### src/scs_pkg.sv
package scs_pkg;

    // Core clock
    localparam int unsigned CLK_HZ        = 40_000_000;
    localparam int unsigned CLK_PERIOD_NS = 25;

    // Register offsets, byte-addressed on the plain port
    localparam logic [11:0] OFS_CUR_SRC   = 12'h88e;
    localparam logic [11:0] OFS_STATUS    = 12'h890;
    localparam logic [11:0] OFS_ENABLE    = 12'h891;
    localparam logic [11:0] OFS_TRIM      = 12'h892;
    localparam logic [11:0] OFS_FREQ      = 12'h893;

    // Field positions
    localparam int unsigned CUR_SRC_LSB   = 4;
    localparam int unsigned BIT_HF        = 6;
    localparam int unsigned BIT_MF        = 5;
    localparam int unsigned BIT_LF        = 4;
    localparam int unsigned BIT_ADC       = 2;
    localparam int unsigned TRIM_W        = 6;
    localparam int unsigned FREQ_W        = 3;

    // Reset-oscillator selection codes (also the current-source encoding)
    localparam logic [1:0] SRC_EXT        = 2'h3;
    localparam logic [1:0] SRC_HF_1M      = 2'h2;
    localparam logic [1:0] SRC_LF         = 2'h1;
    localparam logic [1:0] SRC_HF_32M     = 2'h0;

    // Frequency-select codes and reset values
    localparam logic [2:0] FREQ_16M       = 3'h4;
    localparam logic [2:0] FREQ_32M       = 3'h5;
    localparam logic [2:0] FREQ_MAX       = 3'h5;
    localparam logic [2:0] FREQ_RESET     = 3'h4;
    localparam logic [5:0] TRIM_RESET     = 6'h00;
    localparam logic [7:0] ENABLE_RESET   = 8'h00;

    // Nominal rates
    localparam longint unsigned HF_BASE_HZ = 1_000_000;
    localparam longint unsigned LF_HZ      = 31_000;
    localparam longint unsigned ADC_RC_HZ  = 600_000;

    // Phase increments of a 32-bit accumulator advanced once per mclk
    localparam logic [31:0] HF_INC_1MHZ = 32'((HF_BASE_HZ << 32) / CLK_HZ);
    localparam logic [31:0] LF_INC      = 32'((LF_HZ << 32) / CLK_HZ);
    localparam logic [31:0] ADC_INC     = 32'((ADC_RC_HZ << 32) / CLK_HZ);

    // Trim: one step is 1/512 of the nominal increment; slew per cycle
    localparam int unsigned TRIM_SHIFT  = 9;
    localparam logic [31:0] TRIM_SLEW   = 32'h0000_0400;

    // Medium-frequency division: 500 kHz = HF / (2 << code), 31.25 kHz = 500 kHz / 16
    localparam logic [6:0] MF_LOW_DIV   = 7'h10;

    // Start-up times in ns and the derived counts (rounded up)
    localparam int unsigned HF_START_NS  = 2000;
    localparam int unsigned LF_START_NS  = 100000;
    localparam int unsigned ADC_START_NS = 1000;
    localparam int unsigned HF_START_CYC  = (HF_START_NS + CLK_PERIOD_NS - 1) / CLK_PERIOD_NS;
    localparam int unsigned LF_START_CYC  = (LF_START_NS + CLK_PERIOD_NS - 1) / CLK_PERIOD_NS;
    localparam int unsigned ADC_START_CYC = (ADC_START_NS + CLK_PERIOD_NS - 1) / CLK_PERIOD_NS;

endpackage : scs_pkg

### src/scs_osc_gen.sv
`timescale 1ns/1ps
`default_nettype none

// Behavioural oscillator: phase accumulator gives one-cycle ticks at the
// rate set by inc, and a ready flag after a start-up count while running.
module scs_osc_gen #(
    parameter int unsigned START_CYC = 80
) (
    input  wire logic        mclk,
    input  wire logic        rst,
    input  wire logic        run,
    input  wire logic [31:0] inc,
    output logic             tick,
    output logic             ready
);

    localparam int unsigned CW = $clog2(START_CYC + 1);
    localparam logic [CW-1:0] START_LAST = CW'(START_CYC);

    logic [31:0]   phase_reg;
    logic [31:0]   phase_next;
    logic          tick_reg;
    logic          tick_next;
    logic [CW-1:0] cnt_reg;
    logic [CW-1:0] cnt_next;

    // Phase holds while stopped, so a restart carries on where it left off
    always_comb begin
        logic [32:0] sum;
        sum        = {1'b0, phase_reg} + {1'b0, inc};
        phase_next = phase_reg;
        tick_next  = 1'b0;
        cnt_next   = '0;
        if (run) begin
            phase_next = sum[31:0];
            tick_next  = sum[32];
            cnt_next   = (cnt_reg == START_LAST) ? cnt_reg : cnt_reg + 1'b1;
        end
    end

    always_ff @(posedge mclk or posedge rst) begin
        if (rst) begin
            phase_reg <= 32'h0000_0000;
            tick_reg  <= 1'b0;
            cnt_reg   <= '0;
        end else begin
            phase_reg <= phase_next;
            tick_reg  <= tick_next;
            cnt_reg   <= cnt_next;
        end
    end

    assign tick  = tick_reg;
    assign ready = run && (cnt_reg == START_LAST);

endmodule : scs_osc_gen

`default_nettype wire

### src/scs_clock_select.sv
`timescale 1ns/1ps
`default_nettype none

module scs_clock_select (
    input  wire logic        mclk,
    input  wire logic        rst,
    // Configuration straps
    input  wire logic [1:0]  reset_osc_select,
    input  wire logic        ext_clock_mode_select,
    input  wire logic        clock_out_enable_n,
    // Clock-in pin
    input  wire logic        ext_clock_in,
    output logic             ext_clock_in_is_gpio,
    output logic             ext_clock_in_gpio_value,
    // Clock-out pin, two-way
    input  wire logic        instr_clock_out_i,
    output logic             instr_clock_out_o,
    output logic             instr_clock_out_oe,
    input  wire logic        gpio_instr_clock_out_out,
    input  wire logic        gpio_instr_clock_out_oe,
    output logic             gpio_instr_clock_out_in,
    // Register port
    input  wire logic [11:0] reg_addr,
    input  wire logic [7:0]  reg_wdata,
    input  wire logic        reg_wr,
    input  wire logic        reg_rd,
    output logic [7:0]       reg_rdata,
    // Peripheral demands
    input  wire logic        hf_req,
    input  wire logic        mf_req,
    input  wire logic        lf_req,
    input  wire logic        adc_req,
    input  wire logic        timer_base_req,
    // Clock enables out
    output logic             sys_tick,
    output logic             instr_tick,
    output logic             hf_tick,
    output logic             mf_500k_tick,
    output logic             mf_31k_tick,
    output logic             lf_tick,
    output logic             timer_base_tick,
    output logic             adc_rc_tick,
    output logic             ext_clock_high_power,
    output logic             ext_clock_low_power
);

    // Frequency code to increment, with signed trim folded in
    function automatic logic [31:0] hf_inc_of(input logic [2:0] code, input logic [5:0] trim);
        logic [32:0] base;
        logic [32:0] step;
        logic [32:0] adj;
        logic [32:0] res;
        base = {1'b0, scs_pkg::HF_INC_1MHZ} << code;
        step = base >> scs_pkg::TRIM_SHIFT;
        if (trim[5]) begin
            adj = 33'(step * {27'h0, 6'h00 - trim});
            res = base - adj;
        end else begin
            adj = 33'(step * {27'h0, trim});
            res = base + adj;
        end
        return res[31:0];
    endfunction : hf_inc_of

    // Configuration latch and software registers
    logic       loaded_reg;
    logic       loaded_next;
    logic [1:0] src_reg;
    logic [1:0] src_next;
    logic       ext_hp_reg;
    logic       ext_hp_next;
    logic       instr_clock_out_n_reg;
    logic       instr_clock_out_n_next;
    logic [2:0] freq_reg;
    logic [2:0] freq_next;
    logic [5:0] trim_reg;
    logic [5:0] trim_next;
    logic [7:0] enable_reg;
    logic [7:0] enable_next;
    logic       snap;

    // Straps are caught on the first edge after reset release
    always_comb begin
        loaded_next   = 1'b1;
        src_next      = src_reg;
        ext_hp_next   = ext_hp_reg;
        instr_clock_out_n_next = instr_clock_out_n_reg;
        freq_next     = freq_reg;
        trim_next     = trim_reg;
        enable_next   = enable_reg;
        snap          = 1'b0;
        if (!loaded_reg) begin
            src_next      = reset_osc_select;
            ext_hp_next   = ext_clock_mode_select;
            instr_clock_out_n_next = clock_out_enable_n;
            freq_next     = (reset_osc_select == scs_pkg::SRC_HF_32M) ?
                            scs_pkg::FREQ_32M : scs_pkg::FREQ_16M;
            snap          = 1'b1;
        end else if (reg_wr) begin
            case (reg_addr)
                scs_pkg::OFS_FREQ: begin
                    // Reserved codes are dropped so the rate stays defined
                    if (reg_wdata[2:0] <= scs_pkg::FREQ_MAX) begin
                        freq_next = reg_wdata[2:0];
                        snap      = 1'b1;
                    end
                end
                scs_pkg::OFS_TRIM:   trim_next = reg_wdata[5:0];
                scs_pkg::OFS_ENABLE: enable_next = reg_wdata &
                    8'((1 << scs_pkg::BIT_HF) | (1 << scs_pkg::BIT_MF) |
                       (1 << scs_pkg::BIT_LF) | (1 << scs_pkg::BIT_ADC));
                default: ;
            endcase
        end
    end

    always_ff @(posedge mclk or posedge rst) begin
        if (rst) begin
            loaded_reg   <= 1'b0;
            src_reg      <= scs_pkg::SRC_HF_32M;
            ext_hp_reg   <= 1'b0;
            instr_clock_out_n_reg <= 1'b1;
            freq_reg     <= scs_pkg::FREQ_RESET;
            trim_reg     <= scs_pkg::TRIM_RESET;
            enable_reg   <= scs_pkg::ENABLE_RESET;
        end else begin
            loaded_reg   <= loaded_next;
            src_reg      <= src_next;
            ext_hp_reg   <= ext_hp_next;
            instr_clock_out_n_reg <= instr_clock_out_n_next;
            freq_reg     <= freq_next;
            trim_reg     <= trim_next;
            enable_reg   <= enable_next;
        end
    end

    // Pin synchronisers: three stages, a change counts when stages 2 and 3 agree
    logic [1:0] s1_reg;
    logic [1:0] s2_reg;
    logic [1:0] s3_reg;
    logic [1:0] pin_reg;
    logic [1:0] pin_next;
    logic       ext_prev_reg;

    always_comb begin
        for (int i = 0; i < 2; i++) begin
            pin_next[i] = (s2_reg[i] == s3_reg[i]) ? s3_reg[i] : pin_reg[i];
        end
    end

    always_ff @(posedge mclk or posedge rst) begin
        if (rst) begin
            s1_reg       <= 2'h0;
            s2_reg       <= 2'h0;
            s3_reg       <= 2'h0;
            pin_reg      <= 2'h0;
            ext_prev_reg <= 1'b0;
        end else begin
            s1_reg       <= {instr_clock_out_i, ext_clock_in};
            s2_reg       <= s1_reg;
            s3_reg       <= s2_reg;
            pin_reg      <= pin_next;
            ext_prev_reg <= pin_reg[0];
        end
    end

    // Oscillator run requests
    logic sel_ext;
    logic sel_hf;
    logic sel_lf;
    logic hf_run;
    logic mf_run;
    logic lf_run;
    logic adc_run;
    logic hf_ready;
    logic lf_ready;
    logic adc_ready;
    logic mf_ready;

    assign sel_ext = loaded_reg && (src_reg == scs_pkg::SRC_EXT);
    assign sel_lf  = loaded_reg && (src_reg == scs_pkg::SRC_LF);
    assign sel_hf  = loaded_reg && !sel_ext && !sel_lf;
    // A demand-started oscillator stops again once nobody asks for it
    assign mf_run  = enable_reg[scs_pkg::BIT_MF] || mf_req;
    assign hf_run  = enable_reg[scs_pkg::BIT_HF] || hf_req || mf_run || sel_hf;
    assign lf_run  = enable_reg[scs_pkg::BIT_LF] || lf_req || timer_base_req || sel_lf;
    assign adc_run = enable_reg[scs_pkg::BIT_ADC] || adc_req;
    assign mf_ready = mf_run && hf_ready;

    // Trim slews the increment gradually; a frequency change snaps at once
    logic [31:0] hf_inc_reg;
    logic [31:0] hf_inc_next;
    logic [31:0] hf_target;

    assign hf_target = hf_inc_of(freq_next, trim_reg);

    always_comb begin
        if (snap) begin
            hf_inc_next = hf_target;
        end else if (hf_inc_reg < hf_target) begin
            hf_inc_next = (hf_target - hf_inc_reg > scs_pkg::TRIM_SLEW) ?
                          hf_inc_reg + scs_pkg::TRIM_SLEW : hf_target;
        end else begin
            hf_inc_next = (hf_inc_reg - hf_target > scs_pkg::TRIM_SLEW) ?
                          hf_inc_reg - scs_pkg::TRIM_SLEW : hf_target;
        end
    end

    always_ff @(posedge mclk or posedge rst) begin
        if (rst) begin
            hf_inc_reg <= 32'h0000_0000;
        end else begin
            hf_inc_reg <= hf_inc_next;
        end
    end

    scs_osc_gen #(.START_CYC(scs_pkg::HF_START_CYC)) u_hf (
        .mclk  (mclk),
        .rst   (rst),
        .run   (hf_run),
        .inc   (hf_inc_reg),
        .tick  (hf_tick),
        .ready (hf_ready)
    );

    // Low oscillator has a fixed increment, out of reach of the trim
    scs_osc_gen #(.START_CYC(scs_pkg::LF_START_CYC)) u_lf (
        .mclk  (mclk),
        .rst   (rst),
        .run   (lf_run),
        .inc   (scs_pkg::LF_INC),
        .tick  (lf_tick),
        .ready (lf_ready)
    );

    scs_osc_gen #(.START_CYC(scs_pkg::ADC_START_CYC)) u_adc (
        .mclk  (mclk),
        .rst   (rst),
        .run   (adc_run),
        .inc   (scs_pkg::ADC_INC),
        .tick  (adc_rc_tick),
        .ready (adc_ready)
    );

    assign timer_base_tick = lf_tick;

    // Medium-frequency dividers track the selected HF code
    logic [6:0] mf_cnt_reg;
    logic [6:0] mf_cnt_next;
    logic [3:0] mfl_cnt_reg;
    logic [3:0] mfl_cnt_next;
    logic       mf_hi_reg;
    logic       mf_hi_next;
    logic       mf_lo_reg;
    logic       mf_lo_next;
    logic [6:0] mf_div;

    assign mf_div = 7'h02 << freq_reg;

    always_comb begin
        mf_cnt_next  = mf_cnt_reg;
        mfl_cnt_next = mfl_cnt_reg;
        mf_hi_next   = 1'b0;
        mf_lo_next   = 1'b0;
        if (mf_run && hf_tick) begin
            if (mf_cnt_reg >= mf_div - 7'h01) begin
                mf_cnt_next  = 7'h00;
                mf_hi_next   = 1'b1;
                mfl_cnt_next = mfl_cnt_reg + 4'h1;
                mf_lo_next   = (mfl_cnt_reg == 4'(scs_pkg::MF_LOW_DIV - 7'h01));
            end else begin
                mf_cnt_next = mf_cnt_reg + 7'h01;
            end
        end
    end

    always_ff @(posedge mclk or posedge rst) begin
        if (rst) begin
            mf_cnt_reg  <= 7'h00;
            mfl_cnt_reg <= 4'h0;
            mf_hi_reg   <= 1'b0;
            mf_lo_reg   <= 1'b0;
        end else begin
            mf_cnt_reg  <= mf_cnt_next;
            mfl_cnt_reg <= mfl_cnt_next;
            mf_hi_reg   <= mf_hi_next;
            mf_lo_reg   <= mf_lo_next;
        end
    end

    assign mf_500k_tick = mf_hi_reg;
    assign mf_31k_tick  = mf_lo_reg;

    // System clock mux; medium clocks never reach it
    logic       sys_tick_c;
    logic [1:0] icnt_reg;
    logic [1:0] icnt_next;
    logic       ilevel_reg;
    logic       ilevel_next;
    logic       itick_reg;
    logic       itick_next;
    logic [3:0] hdiv_reg;
    logic [3:0] hdiv_next;
    logic       hf_sys;

    // The 1 MHz reset choice keeps the 16 MHz code and divides by 16 on the way in
    assign hdiv_next = hf_tick ? hdiv_reg + 4'h1 : hdiv_reg;
    assign hf_sys    = hf_tick &&
                       ((src_reg != scs_pkg::SRC_HF_1M) || (hdiv_reg == 4'hf));

    always_comb begin
        case (1'b1)
            sel_ext: sys_tick_c = pin_reg[0] && !ext_prev_reg;
            sel_lf:  sys_tick_c = lf_tick;
            sel_hf:  sys_tick_c = hf_sys;
            default: sys_tick_c = 1'b0;
        endcase
    end

    // Instruction clock: system ticks divided by four, held when ticks stop
    always_comb begin
        icnt_next   = icnt_reg;
        ilevel_next = ilevel_reg;
        itick_next  = 1'b0;
        if (sys_tick_c) begin
            icnt_next   = icnt_reg + 2'h1;
            ilevel_next = icnt_next[1];
            itick_next  = (icnt_reg == 2'h3);
        end
    end

    always_ff @(posedge mclk or posedge rst) begin
        if (rst) begin
            icnt_reg   <= 2'h0;
            ilevel_reg <= 1'b0;
            itick_reg  <= 1'b0;
            hdiv_reg   <= 4'h0;
        end else begin
            hdiv_reg   <= hdiv_next;
            icnt_reg   <= icnt_next;
            ilevel_reg <= ilevel_next;
            itick_reg  <= itick_next;
        end
    end

    assign sys_tick   = sys_tick_c;
    assign instr_tick = itick_reg;

    // Pin functions
    assign instr_clock_out_o  = instr_clock_out_n_reg ? gpio_instr_clock_out_out : ilevel_reg;
    assign instr_clock_out_oe = instr_clock_out_n_reg ? gpio_instr_clock_out_oe : 1'b1;
    assign gpio_instr_clock_out_in     = pin_reg[1];
    assign ext_clock_in_is_gpio      = !sel_ext;
    assign ext_clock_in_gpio_value   = pin_reg[0];
    assign ext_clock_high_power = sel_ext && ext_hp_reg;
    assign ext_clock_low_power  = sel_ext && !ext_hp_reg;

    // Read port: data one cycle after the strobe, zero elsewhere
    logic [7:0] rdata_reg;
    logic [7:0] rdata_next;

    always_comb begin
        rdata_next = 8'h00;
        if (reg_rd) begin
            case (reg_addr)
                scs_pkg::OFS_CUR_SRC: rdata_next[scs_pkg::CUR_SRC_LSB +: 2] = src_reg;
                scs_pkg::OFS_STATUS: begin
                    rdata_next[scs_pkg::BIT_HF]  = hf_ready;
                    rdata_next[scs_pkg::BIT_MF]  = mf_ready;
                    rdata_next[scs_pkg::BIT_LF]  = lf_ready;
                    rdata_next[scs_pkg::BIT_ADC] = adc_ready;
                end
                scs_pkg::OFS_ENABLE:  rdata_next = enable_reg;
                scs_pkg::OFS_TRIM:    rdata_next = {2'h0, trim_reg};
                scs_pkg::OFS_FREQ:    rdata_next = {5'h00, freq_reg};
                default:              rdata_next = 8'h00;
            endcase
        end
    end

    always_ff @(posedge mclk or posedge rst) begin
        if (rst) begin
            rdata_reg <= 8'h00;
        end else begin
            rdata_reg <= rdata_next;
        end
    end

    assign reg_rdata = rdata_reg;

endmodule : scs_clock_select

`default_nettype wire

### config.mk
export PLATFORM = sky130hd
export DESIGN_NAME = scs_clock_select
export DESIGN_NICKNAME = d
export VERILOG_FILES = /design/src/scs_pkg.sv /design/src/scs_osc_gen.sv /design/src/scs_clock_select.sv
export SDC_FILE = /design/constraint.sdc
export NUM_CORES = 1
export LEC_CHECK = 0
export BUFFER_PORTS_ARGS = -buffer_cell sky130_fd_sc_hd__buf_2
export CORE_ASPECT_RATIO = 0.9
export CORE_MARGIN = 2
export CORE_UTILIZATION = 55
export CTS_BUF_LIST = sky130_fd_sc_hd__clkbuf_8
export CTS_CLUSTER_SIZE = 8
export DETAILED_ROUTE_END_ITERATION = 12
export PLACE_DENSITY = 0.8
export SETUP_SLACK_MARGIN = 0.4
export SLEW_MARGIN = 20
export SYNTH_ARGS = -nofsm -noshare
export SYNTH_HDL_FRONTEND = slang
export SYNTH_SLANG_ARGS = --single-unit
### constraint.sdc
create_clock -name mclk -period 9.85 [get_ports mclk]
set_input_delay 0.4925 -clock mclk [delete_from_list [all_inputs] [get_ports mclk]]
set_output_delay 0.4925 -clock mclk [all_outputs]
set_load 0.03 [all_outputs]
; ---- After elaboration in Yosys (flattened, before gate mapping)
; Cells that the tools add are included.
[word_totals]
ff_bits = 212
[op_classes]
add_sub_neg = 18
n_mul = 2
n_lt_le_gt_ge = 5
n_eq_ne = 19
shifts = 2
n_mux = 40
n_reduce_logical = 30
[ops]
columns = op, count
row1 = $mux W32, 5
row2 = $eq A12 B12 Y1 const B, 6
row3 = $gt A32 B11 Y1 const B, 2
row4 = $sub A32 B32 Y32, 2
row5 = $mul A24 B6 Y30, 2
row6 = $add A32 B22 Y33 const B, 1
row7 = $add A32 B26 Y33 const B, 1
row8 = $add A32 B32 Y33, 1
row9 = $shl A27 B3 Y33 const A, 1
row10 = $add A32 B11 Y32 const B, 1
row11 = $add A32 B30 Y32, 1
row12 = $lt A32 B32 Y1, 1
row13 = $sub A32 B11 Y32 const B, 1
row14 = $sub A32 B30 Y32, 1
row15 = $mux W7, 4
row16 = $mux W12, 2
row17 = $mux W1, 19
row18 = $add A7 B1 Y7 const B, 2
row19 = $logic_and A1 B1 Y1, 13
row20 = $add A12 B1 Y12 const B, 1
row21 = $mux W3, 4
row22 = $mux W6, 2
row23 = $logic_or A1 B1 Y1, 9
row24 = $add A4 B1 Y4 const B, 2
row25 = other kinds (22), 32

; ---- Depth between registers and ports, before layout
; Gate-level depths: netlist (run 1).
[logic_depth]
word_depth = 14
ltp_mapped = 49

; ---- Hierarchy
; Synthesis (run 1) repeated with hierarchy kept, for this count alone.
[hier_totals]
hier_cells = 3051
area_unflattened_um2 = 25595.8
[modules_own_cells]
columns = module, n_inst, cells_each, area_per_inst_um2
row1 = scs_clock_select, 1, 1947, 15491.1
row2 = scs_osc_gen (u_lf), 1, 398, 3555.9
row3 = scs_osc_gen (u_hf), 1, 363, 3345.7
row4 = scs_osc_gen (u_adc), 1, 343, 3203.1

; ---- Worst setup path after synthesis (run 1)
; OpenSTA, ideal clock, no wires.
[synth_timing]
path_kind = in2reg
startpoint = in reg_addr[9]
endpoint = reg hf_inc_reg[23]
setup_time_ns = 0.125
arrival_time_ns = 10.777
required_time_ns = 9.725
path_slack_ns = -1.053
cell_stages = 41
n_path_buf = 5
path_cell_list = nor4b_2 > nand4_1 > clkbuf_1 > or3_1 > o211ai_1 > clkbuf_1 > ha_1 > inv_1 > clkbuf_1 > nor2_1 > fa_1 > fa_1 > fa_1 > inv_1 > fa_1 > inv_1 > ha_1 > or3_1 > [5 not listed] > xnor2_1 > a21oi_1 > inv_1 > ha_1 > buf_1 > inv_1 > a221oi_1 > a21oi_1 > nand2_1 > o21ai_1 > xnor2_1 > a2111o_1 > nor4_2 > nand3_1 > buf_4 > mux2_4 > a22oi_2 > o21ai_1
[synth_via]
elab_chain_cells = 13
elab_cells_between_ends = 22
classes_between = add/sub: 4 / mul: 2 / order compare: 3 / eq/ne: 1 / shift: 1 / mux: 11
[synth_lines]
columns = element, line
row1 = start: declaration, scs_clock_select.sv:23  ; input wire logic [11:0] reg_addr,
row2 = $eq A12 B12 Y1 (*), scs_clock_select.sv:100  ; case (reg_addr)
row3 = $mux W3, scs_clock_select.sv:100
row4 = $mux W3, scs_clock_select.sv:99  ; end else if (reg_wr) begin
row5 = $mux W3, scs_clock_select.sv:92  ; if (!loaded_reg) begin
row6 = $shl A27 B3 Y33, scs_clock_select.sv:53  ; base = {1'b0, scs_pkg::HF_INC_1MHZ} << code;
row7 = "$mul A24 B6 Y30, on equally long branches", "scs_clock_select.sv:59, scs_clock_select.sv:56"
row8 = $add A32 B30 Y32 / $sub A32 B30 Y32 (equally long branches), "scs_clock_select.sv:60, scs_clock_select.sv:57"
row9 = $mux W32, scs_clock_select.sv:55  ; if (trim[5]) begin
row10 = "$sub A32 B32 Y32, on equally long branches", "scs_clock_select.sv:204, scs_clock_select.sv:201"
row11 = "$gt A32 B11 Y1, on equally long branches", "scs_clock_select.sv:204, scs_clock_select.sv:201"
row12 = "$mux W32, on equally long branches", "scs_clock_select.sv:204, scs_clock_select.sv:201"
row13 = $mux W32, scs_clock_select.sv:200  ; end else if (hf_inc_reg < hf_target) begin
row14 = $mux W32 (*), scs_clock_select.sv:198  ; if (snap) begin
row15 = via hf_inc_next[23], scs_clock_select.sv:192  ; logic [31:0] hf_inc_next;
row16 = end signal: assignment, scs_clock_select.sv:213  ; hf_inc_reg <= hf_inc_next;
row17 = end: declaration, scs_clock_select.sv:191  ; logic [31:0] hf_inc_reg;
; Mark *: on every way through the listed nets, which the timed path passes. The rest lies on a longest branch.
; A chain may end at the register's enable or synchronous reset.

; ---- Worst setup path after layout (run 1)
[layout_timing]
startpoint = in reg_addr[8]
endpoint = reg hf_inc_reg[15]
[layout_via]
elab_chain_cells = 13
elab_cells_between_ends = 22
classes_between = add/sub: 4 / mul: 2 / order compare: 3 / eq/ne: 1 / shift: 1 / mux: 11
[layout_lines]
columns = element, line
row1 = $eq A12 B12 Y1 (*), scs_clock_select.sv:100
row2 = $mux W3 (*), scs_clock_select.sv:100
row3 = $mux W3 (*), scs_clock_select.sv:99
row4 = $mux W3 (*), scs_clock_select.sv:92
row5 = via freq_next[0], scs_clock_select.sv:75  ; logic [2:0] freq_next;
row6 = $shl A27 B3 Y33 (*), scs_clock_select.sv:53
row7 = "$mul A24 B6 Y30, on equally long branches", "scs_clock_select.sv:59, scs_clock_select.sv:56"
row8 = $add A32 B30 Y32 / $sub A32 B30 Y32 (equally long branches), "scs_clock_select.sv:60, scs_clock_select.sv:57"
row9 = $mux W32 (*), scs_clock_select.sv:55
row10 = "$sub A32 B32 Y32, on equally long branches", "scs_clock_select.sv:204, scs_clock_select.sv:201"
row11 = "$gt A32 B11 Y1, on equally long branches", "scs_clock_select.sv:204, scs_clock_select.sv:201"
row12 = "$mux W32, on equally long branches", "scs_clock_select.sv:204, scs_clock_select.sv:201"
row13 = $mux W32, scs_clock_select.sv:200
row14 = $mux W32 (*), scs_clock_select.sv:198
row15 = via hf_inc_next[15], scs_clock_select.sv:192
; Marked as above.

==> results_dict.tcl, run 1 <==
set metrics [dict create \
    arrival_ps 10130 \
    cts_sinks 210 \
    cts_tree "yes" \
    setup_violations 0 \
    worstPathRequired_ps 10360 \
    rsz0062_at_grt "yes" \
    ios 60 \
    vias 21900 \
    maxSlewHeadroom_pct 31.5 \
    critPathMaxStageDelay_ps 610 \
    synth.top_cells.by_count "inv_1, nor2_1, nand2_1" \
    multiInputGateArea_sq_um 16800 \
    grt_util_all_layers_pct 32.8 \
    worstMarginPinSlew_ps 1020 \
    chipWidth_um 217 \
    antenna_found_initial 0 \
    antenna_left 0 \
    timing.final.crit_share_pct 97.7 \
    postSynthCellCount 2657 \
    drive_above_1_share_pct 25.3 \
    slew_viol_final 0 \
    reg2reg_depth 39 \
    detail_route.wl_per_cell_um 19.4 \
    path_clk_slew_ps 60 \
    coreArea_sq_um 40400 \
    synth.most_common_cell "inv_1" \
    io_buffers 57 \
    critPathSlowestCell "fa_1" \
    status "complete, no violations" \
    cpMostUsedCell "buf_4" \
    cp-start-kind "primary input" \
    via_per_inst 5.98 \
    finalHoldViolations 0 \
    insertion_delay_ps 610 \
    crit_fanout 6 \
    synth.distinct_cells 100 \
    n_fill_cell 2956 \
    syn_area_per_cell_sq_um 8.43 \
    syn_area_sq_um 22400 \
    end_kind "flip-flop" \
    grt_pass1_vias 21800 \
    syn-num-nets 3015 \
    hp-start "instr_clock_out_i" \
    fin_skew_ps 50.6 \
    ys_seq_area_share_pct 23.5 \
    postRouteWirelength_um 71400 \
    overflow 0 \
    max_freq_mhz 104 \
    seqCellArea_sq_um 5260 \
    grt_pass1_wl_um 112000 \
    die_height_um 195 \
    drv_cap 0 \
    worst_r2r_endpoint "hf_inc_reg[15]" \
    root_buffer "clkbuf_8" \
    synthArstFlopShare_pct 100 \
    initial_utilization_pct 55.5 \
    timing.final.crit_period_ps 9620 \
    worst-setup-path-type "in2reg" \
    final_nets 3462 \
    route.detailed.drc 0 \
    hpwl_um 53300 \
    yosys_register_bits 210 \
    hold-path-endpoint "s1_reg[1]" \
    post-synth-top-area-cell "dfrtp_1" \
    grt_max_degree 156 \
    cts_buffers 38 \
    drt_iter0_markers 2066 \
    yosys.area.top_type_share_pct 23.2 \
    die_area_sq_um 42300 \
    gp_congestion 0.973 \
    timing.rr.start "trim_reg[1]" \
    synth_ff_type "dfrtp_1" \
    hold_depth 1 \
    synth-edff-count 0 \
    place_inst 3561 \
    fin_hold_ws_ps 35.8 \
    antenna_cells 0 \
    crit_path_start "reg_addr[8]" \
    cts.htree.levels 2 \
    layoutNonFillerInstCount 3669 \
    min_path_type "in2reg" \
    clk_path_buf_depth 3 \
    tns_ps 0 \
    rows 70 \
    area_delta_synth_final_pct 26.9 \
    synth_area_leaders "dfrtp_1, ha_1, fa_1" \
    dr.pass1.iters 6 \
    r2r_slack_ps 480 \
    yosysWarnings 0 \
]
cells in the final DEF (no fill, tap or decap), types with 14 or more instances in the layout:
cell | netlist | routed
o21bai_1 | 15 | 14
nand4_1 | 37 | 37
ha_1 | 205 | 182
a31oi_1 | 24 | 15
ha_4 | 0 | 20
xor2_1 | 94 | 94
buf_2 | 13 | 55
inv_1 | 280 | 282
fa_1 | 116 | 108
o21a_1 | 21 | 21
mux2_2 | 18 | 17
or3_1 | 28 | 26
nor2b_1 | 20 | 18
nand3_1 | 71 | 70
xnor2_1 | 140 | 138
dfrtp_1 | 208 | 208
a21o_1 | 57 | 57
nand2b_1 | 28 | 27
o31ai_1 | 19 | 14
and3_1 | 38 | 33
a211oi_1 | 26 | 21
nand2_1 | 224 | 216
buf_4 | 6 | 425
a21oi_2 | 5 | 22
o211ai_1 | 16 | 16
nor2_1 | 247 | 236
o21ai_1 | 20 | 16
nor4_1 | 25 | 23
a21oi_1 | 158 | 134
nor3_1 | 55 | 49
clkbuf_8 | 0 | 45
o21ai_0 | 112 | 102
mux2i_1 | 33 | 31
and2_1 | 25 | 22
cells by family (layout without fill, tap and decap cells):
group / count (synthesis) / after routing / synth area share (%)
buf+inv: 382 / 853 / 6.68
fa+ha+maj: 323 / 323 / 21.9
simple gates: 859 / 859 / 18.7
mux: 53 / 53 / 2.51
other cells: 2 / 2 / 0.0335
xor+xnor: 234 / 234 / 9.15
flops: 210 / 210 / 23.5
compound gates: 594 / 595 / 17.6
critical path: cells and delay by family:
| kind | cells | cell delay, ps |
|---|---|---|
| AO/OA/AOI/OAI | 12 | 1910 |
| XOR/XNOR | 2 | 320 |
| multiplexers | 1 | 320 |
| buffers and inverters | 14 | 1740 |
| AND/OR/NAND/NOR | 13 | 2390 |
| adder cells (fa/ha/maj) | 7 | 2940 |
layer usage:
metal  vias up  global-route usage [%]  routed length [um]
met1     10700                    43.3               29700
li1      10100                       -                   -
met5         -                       0                   0
met2       980                    54.9               33600
met3       201                    5.11                5400
met4         0                    11.3                2680
worst max-delay path by stage:
stage                endpoint  slack [ps]  depth (start not counted)
6_report       hf_inc_reg[15]         230                         49
5_1_grt        hf_inc_reg[15]         -70                         47
4_1_cts        hf_inc_reg[23]         280                         44
3_5_place_dp   hf_inc_reg[23]        -880                         44
3_3_place_gp   hf_inc_reg[23]        -720                         44
2_1_floorplan  hf_inc_reg[10]         410                         39
through the flow:
step | setup WS (ps) | util [%] | cell area (sq um)
after detailed placement | -878 | 64.8 | 26100
after global routing | -74.7 | 70.4 | 28400
final | 230 | 70.4 | 28400
after global placement | -717 | 64.8 | 26100
after floorplan | 412 | - | 22600
after CTS | 282 | 68.2 | 27500
area by class of cell:
| type | count | share of cell area (%) |
|---|---|---|
| Multi-Input combinational cell | 2066 | 59.1 |
| Sequential cell | 210 | 18.5 |
| Clock inverter | 20 | 0.418 |
| Clock buffer | 45 | 2.18 |
| Inverter | 282 | 3.78 |
| Timing Repair Buffer | 506 | 13.6 |
| Tap cell | 540 | 2.38 |
timing repair:
| item | CTS | global route |
|---|---|---|
| gates cloned | 2 | 3 |
| resized for setup | 95 | 133 |
| hold endpoints to repair | 1 | 0 |
| endpoints found under the setup margin | 32 | 32 |
| hold buffers | 1 | 0 |
| pin swaps | 69 | 109 |
| buffers inserted | 22 | 15 |
Power of run 1 is left out: the tool's default activity adds up to more than one toggle a clock period on the data nets, which glitch-free logic cannot reach.
==> run 2: changes to the inputs <==
--- a/config.mk
+++ b/config.mk
@@ -10,9 +10,9 @@
 export CORE_MARGIN = 2
 export CORE_UTILIZATION = 55
 export CTS_BUF_LIST = sky130_fd_sc_hd__clkbuf_8
-export CTS_CLUSTER_SIZE = 8
 export DETAILED_ROUTE_END_ITERATION = 12
-export PLACE_DENSITY = 0.8
+export PLACE_DENSITY = 0.74
+export REMOVE_ABC_BUFFERS = 1
 export SETUP_SLACK_MARGIN = 0.4
 export SLEW_MARGIN = 20
 export SYNTH_ARGS = -nofsm -noshare
==> results_dict.tcl, run 2 (synthesis gave the netlist of run 1 again) <==
set metrics [dict create \
    cts_sinks 210 \
    final_nets 3487 \
    n_fill_cell 2971 \
    detail_route.wl_per_cell_um 19.2 \
    r2r_slack_ps 470 \
    crit_path_start "reg_addr[9]" \
    fin_skew_ps 42.6 \
    hpwl_um 54600 \
    cp.depth 48 \
    fin_hold_ws_ps 58.2 \
    reg2reg_depth 40 \
    drt_iter0_markers 1782 \
    arrival_ps 9960 \
    ios 60 \
    timing.final.crit_period_ps 9580 \
    worst_r2r_endpoint "hf_inc_reg[24]" \
    critPathMaxStageDelay_ps 560 \
    finalHoldViolations 0 \
    setup_violations 0 \
    grt_util_all_layers_pct 32.4 \
    rsz0062_at_grt "yes" \
    crit_family "adder cells" \
    vias 21700 \
    drv_cap 0 \
    min_path_type "in2reg" \
    antenna_left 0 \
    cts_buffers 36 \
    max_freq_mhz 104 \
    worst-setup-path-type "in2reg" \
    worstPathRequired_ps 10230 \
    timing.final.crit_share_pct 97.3 \
    postRouteWirelength_um 71100 \
    grt_pass1_wl_um 111000 \
    end_kind "flip-flop" \
    critPathSlowestCell "fa_1" \
    mostFrequentLayoutCells "buf_4, inv_1, nor2_1" \
    coreArea_sq_um 40400 \
    rows 70 \
    antenna_cells 0 \
    route.detailed.drc 0 \
    die_area_sq_um 42300 \
    chipWidth_um 217 \
    path_clk_slew_ps 50 \
    slew_viol_final 0 \
    grt_pass1_vias 21700 \
    endpoint "hf_inc_reg[24]" \
    die_height_um 195 \
    mostFrequentLayoutCell "buf_4" \
    timing.rr.start "loaded_reg" \
    cpMostUsedCell "buf_4" \
    cts_tree "yes" \
    gp_congestion 1.03 \
    hold_depth 1 \
    crit_fanout 8 \
    area_delta_synth_final_pct 27.1 \
    grt_max_degree 129 \
    seqCellArea_sq_um 5260 \
    multiInputGateArea_sq_um 16700 \
    cts.htree.levels 2 \
    antenna_found_initial 0 \
    io_buffers 57 \
    worstMarginPinSlew_ps 1160 \
    insertion_delay_ps 580 \
    root_buffer "clkbuf_8" \
    overflow 0 \
    tns_ps 0 \
    via_per_inst 5.87 \
    cp-start-kind "primary input" \
    maxSlewHeadroom_pct 20.7 \
    timing.critical_path.buf_inv 13 \
    drive_above_1_share_pct 25.6 \
    initial_utilization_pct 55.5 \
    dr.pass1.iters 8 \
    clk_path_buf_depth 3 \
    status "complete, no violations" \
]
[run 2: timing repair]
action | 4_1_cts | 5_1_grt
endpoints found under the setup margin | 32 | 32
buffers inserted | 5 | 29
cloned | 2 | 3
hold buffers | 1 | 0
gates resized for setup | 78 | 163
pin swaps | 20 | 77
endpoints found under the hold margin | 1 | 0
[run 2: metal layers]
layer	global-route usage, %	share of wire, %	wire [um]	vias up
met4	12.9	4.7	3360	0
met1	43.1	42	29800	10500
met3	4.67	6.9	4910	202
met2	53.5	46	33000	885
li1	-	-	-	10100
met5	0	0	0	-
[run 2: area by class of cell]
cell class | count | share of cell area, %
flip-flops and latches | 210 | 18.5
clock inverters | 19 | 0.528
inverters | 282 | 3.77
repair buffers | 534 | 14.2
multi-input cells | 2065 | 58.5
clock buffers | 45 | 2.18
well taps | 540 | 2.37
[run 2: worst min path at each step]
stage	startpoint	endpoint
CTS	instr_clock_out_i	s1_reg[1]
detailed placement	s1_reg[1]	s2_reg[1]
global route	instr_clock_out_i	s1_reg[1]
floorplan	s1_reg[0]	s2_reg[0]
global placement	s1_reg[1]	s2_reg[1]
finish	instr_clock_out_i	s1_reg[1]
[run 2: metrics by stage]
stage | std cells | setup slack (ps) | util [%] | instance area, sq um
3_5_place_dp | 3591 | -775 | 64.9 | 26200
6_report | 3695 | 267 | 70.5 | 28500
3_3_place_gp | 3591 | -618 | 64.9 | 26200
2_1_floorplan | 2557 | -1740 | - | 22000
4_1_cts | 3663 | 379 | 67.9 | 27400
5_1_grt | 3695 | -46.4 | 70.5 | 28500
Power of run 2 is left out for the same reason.
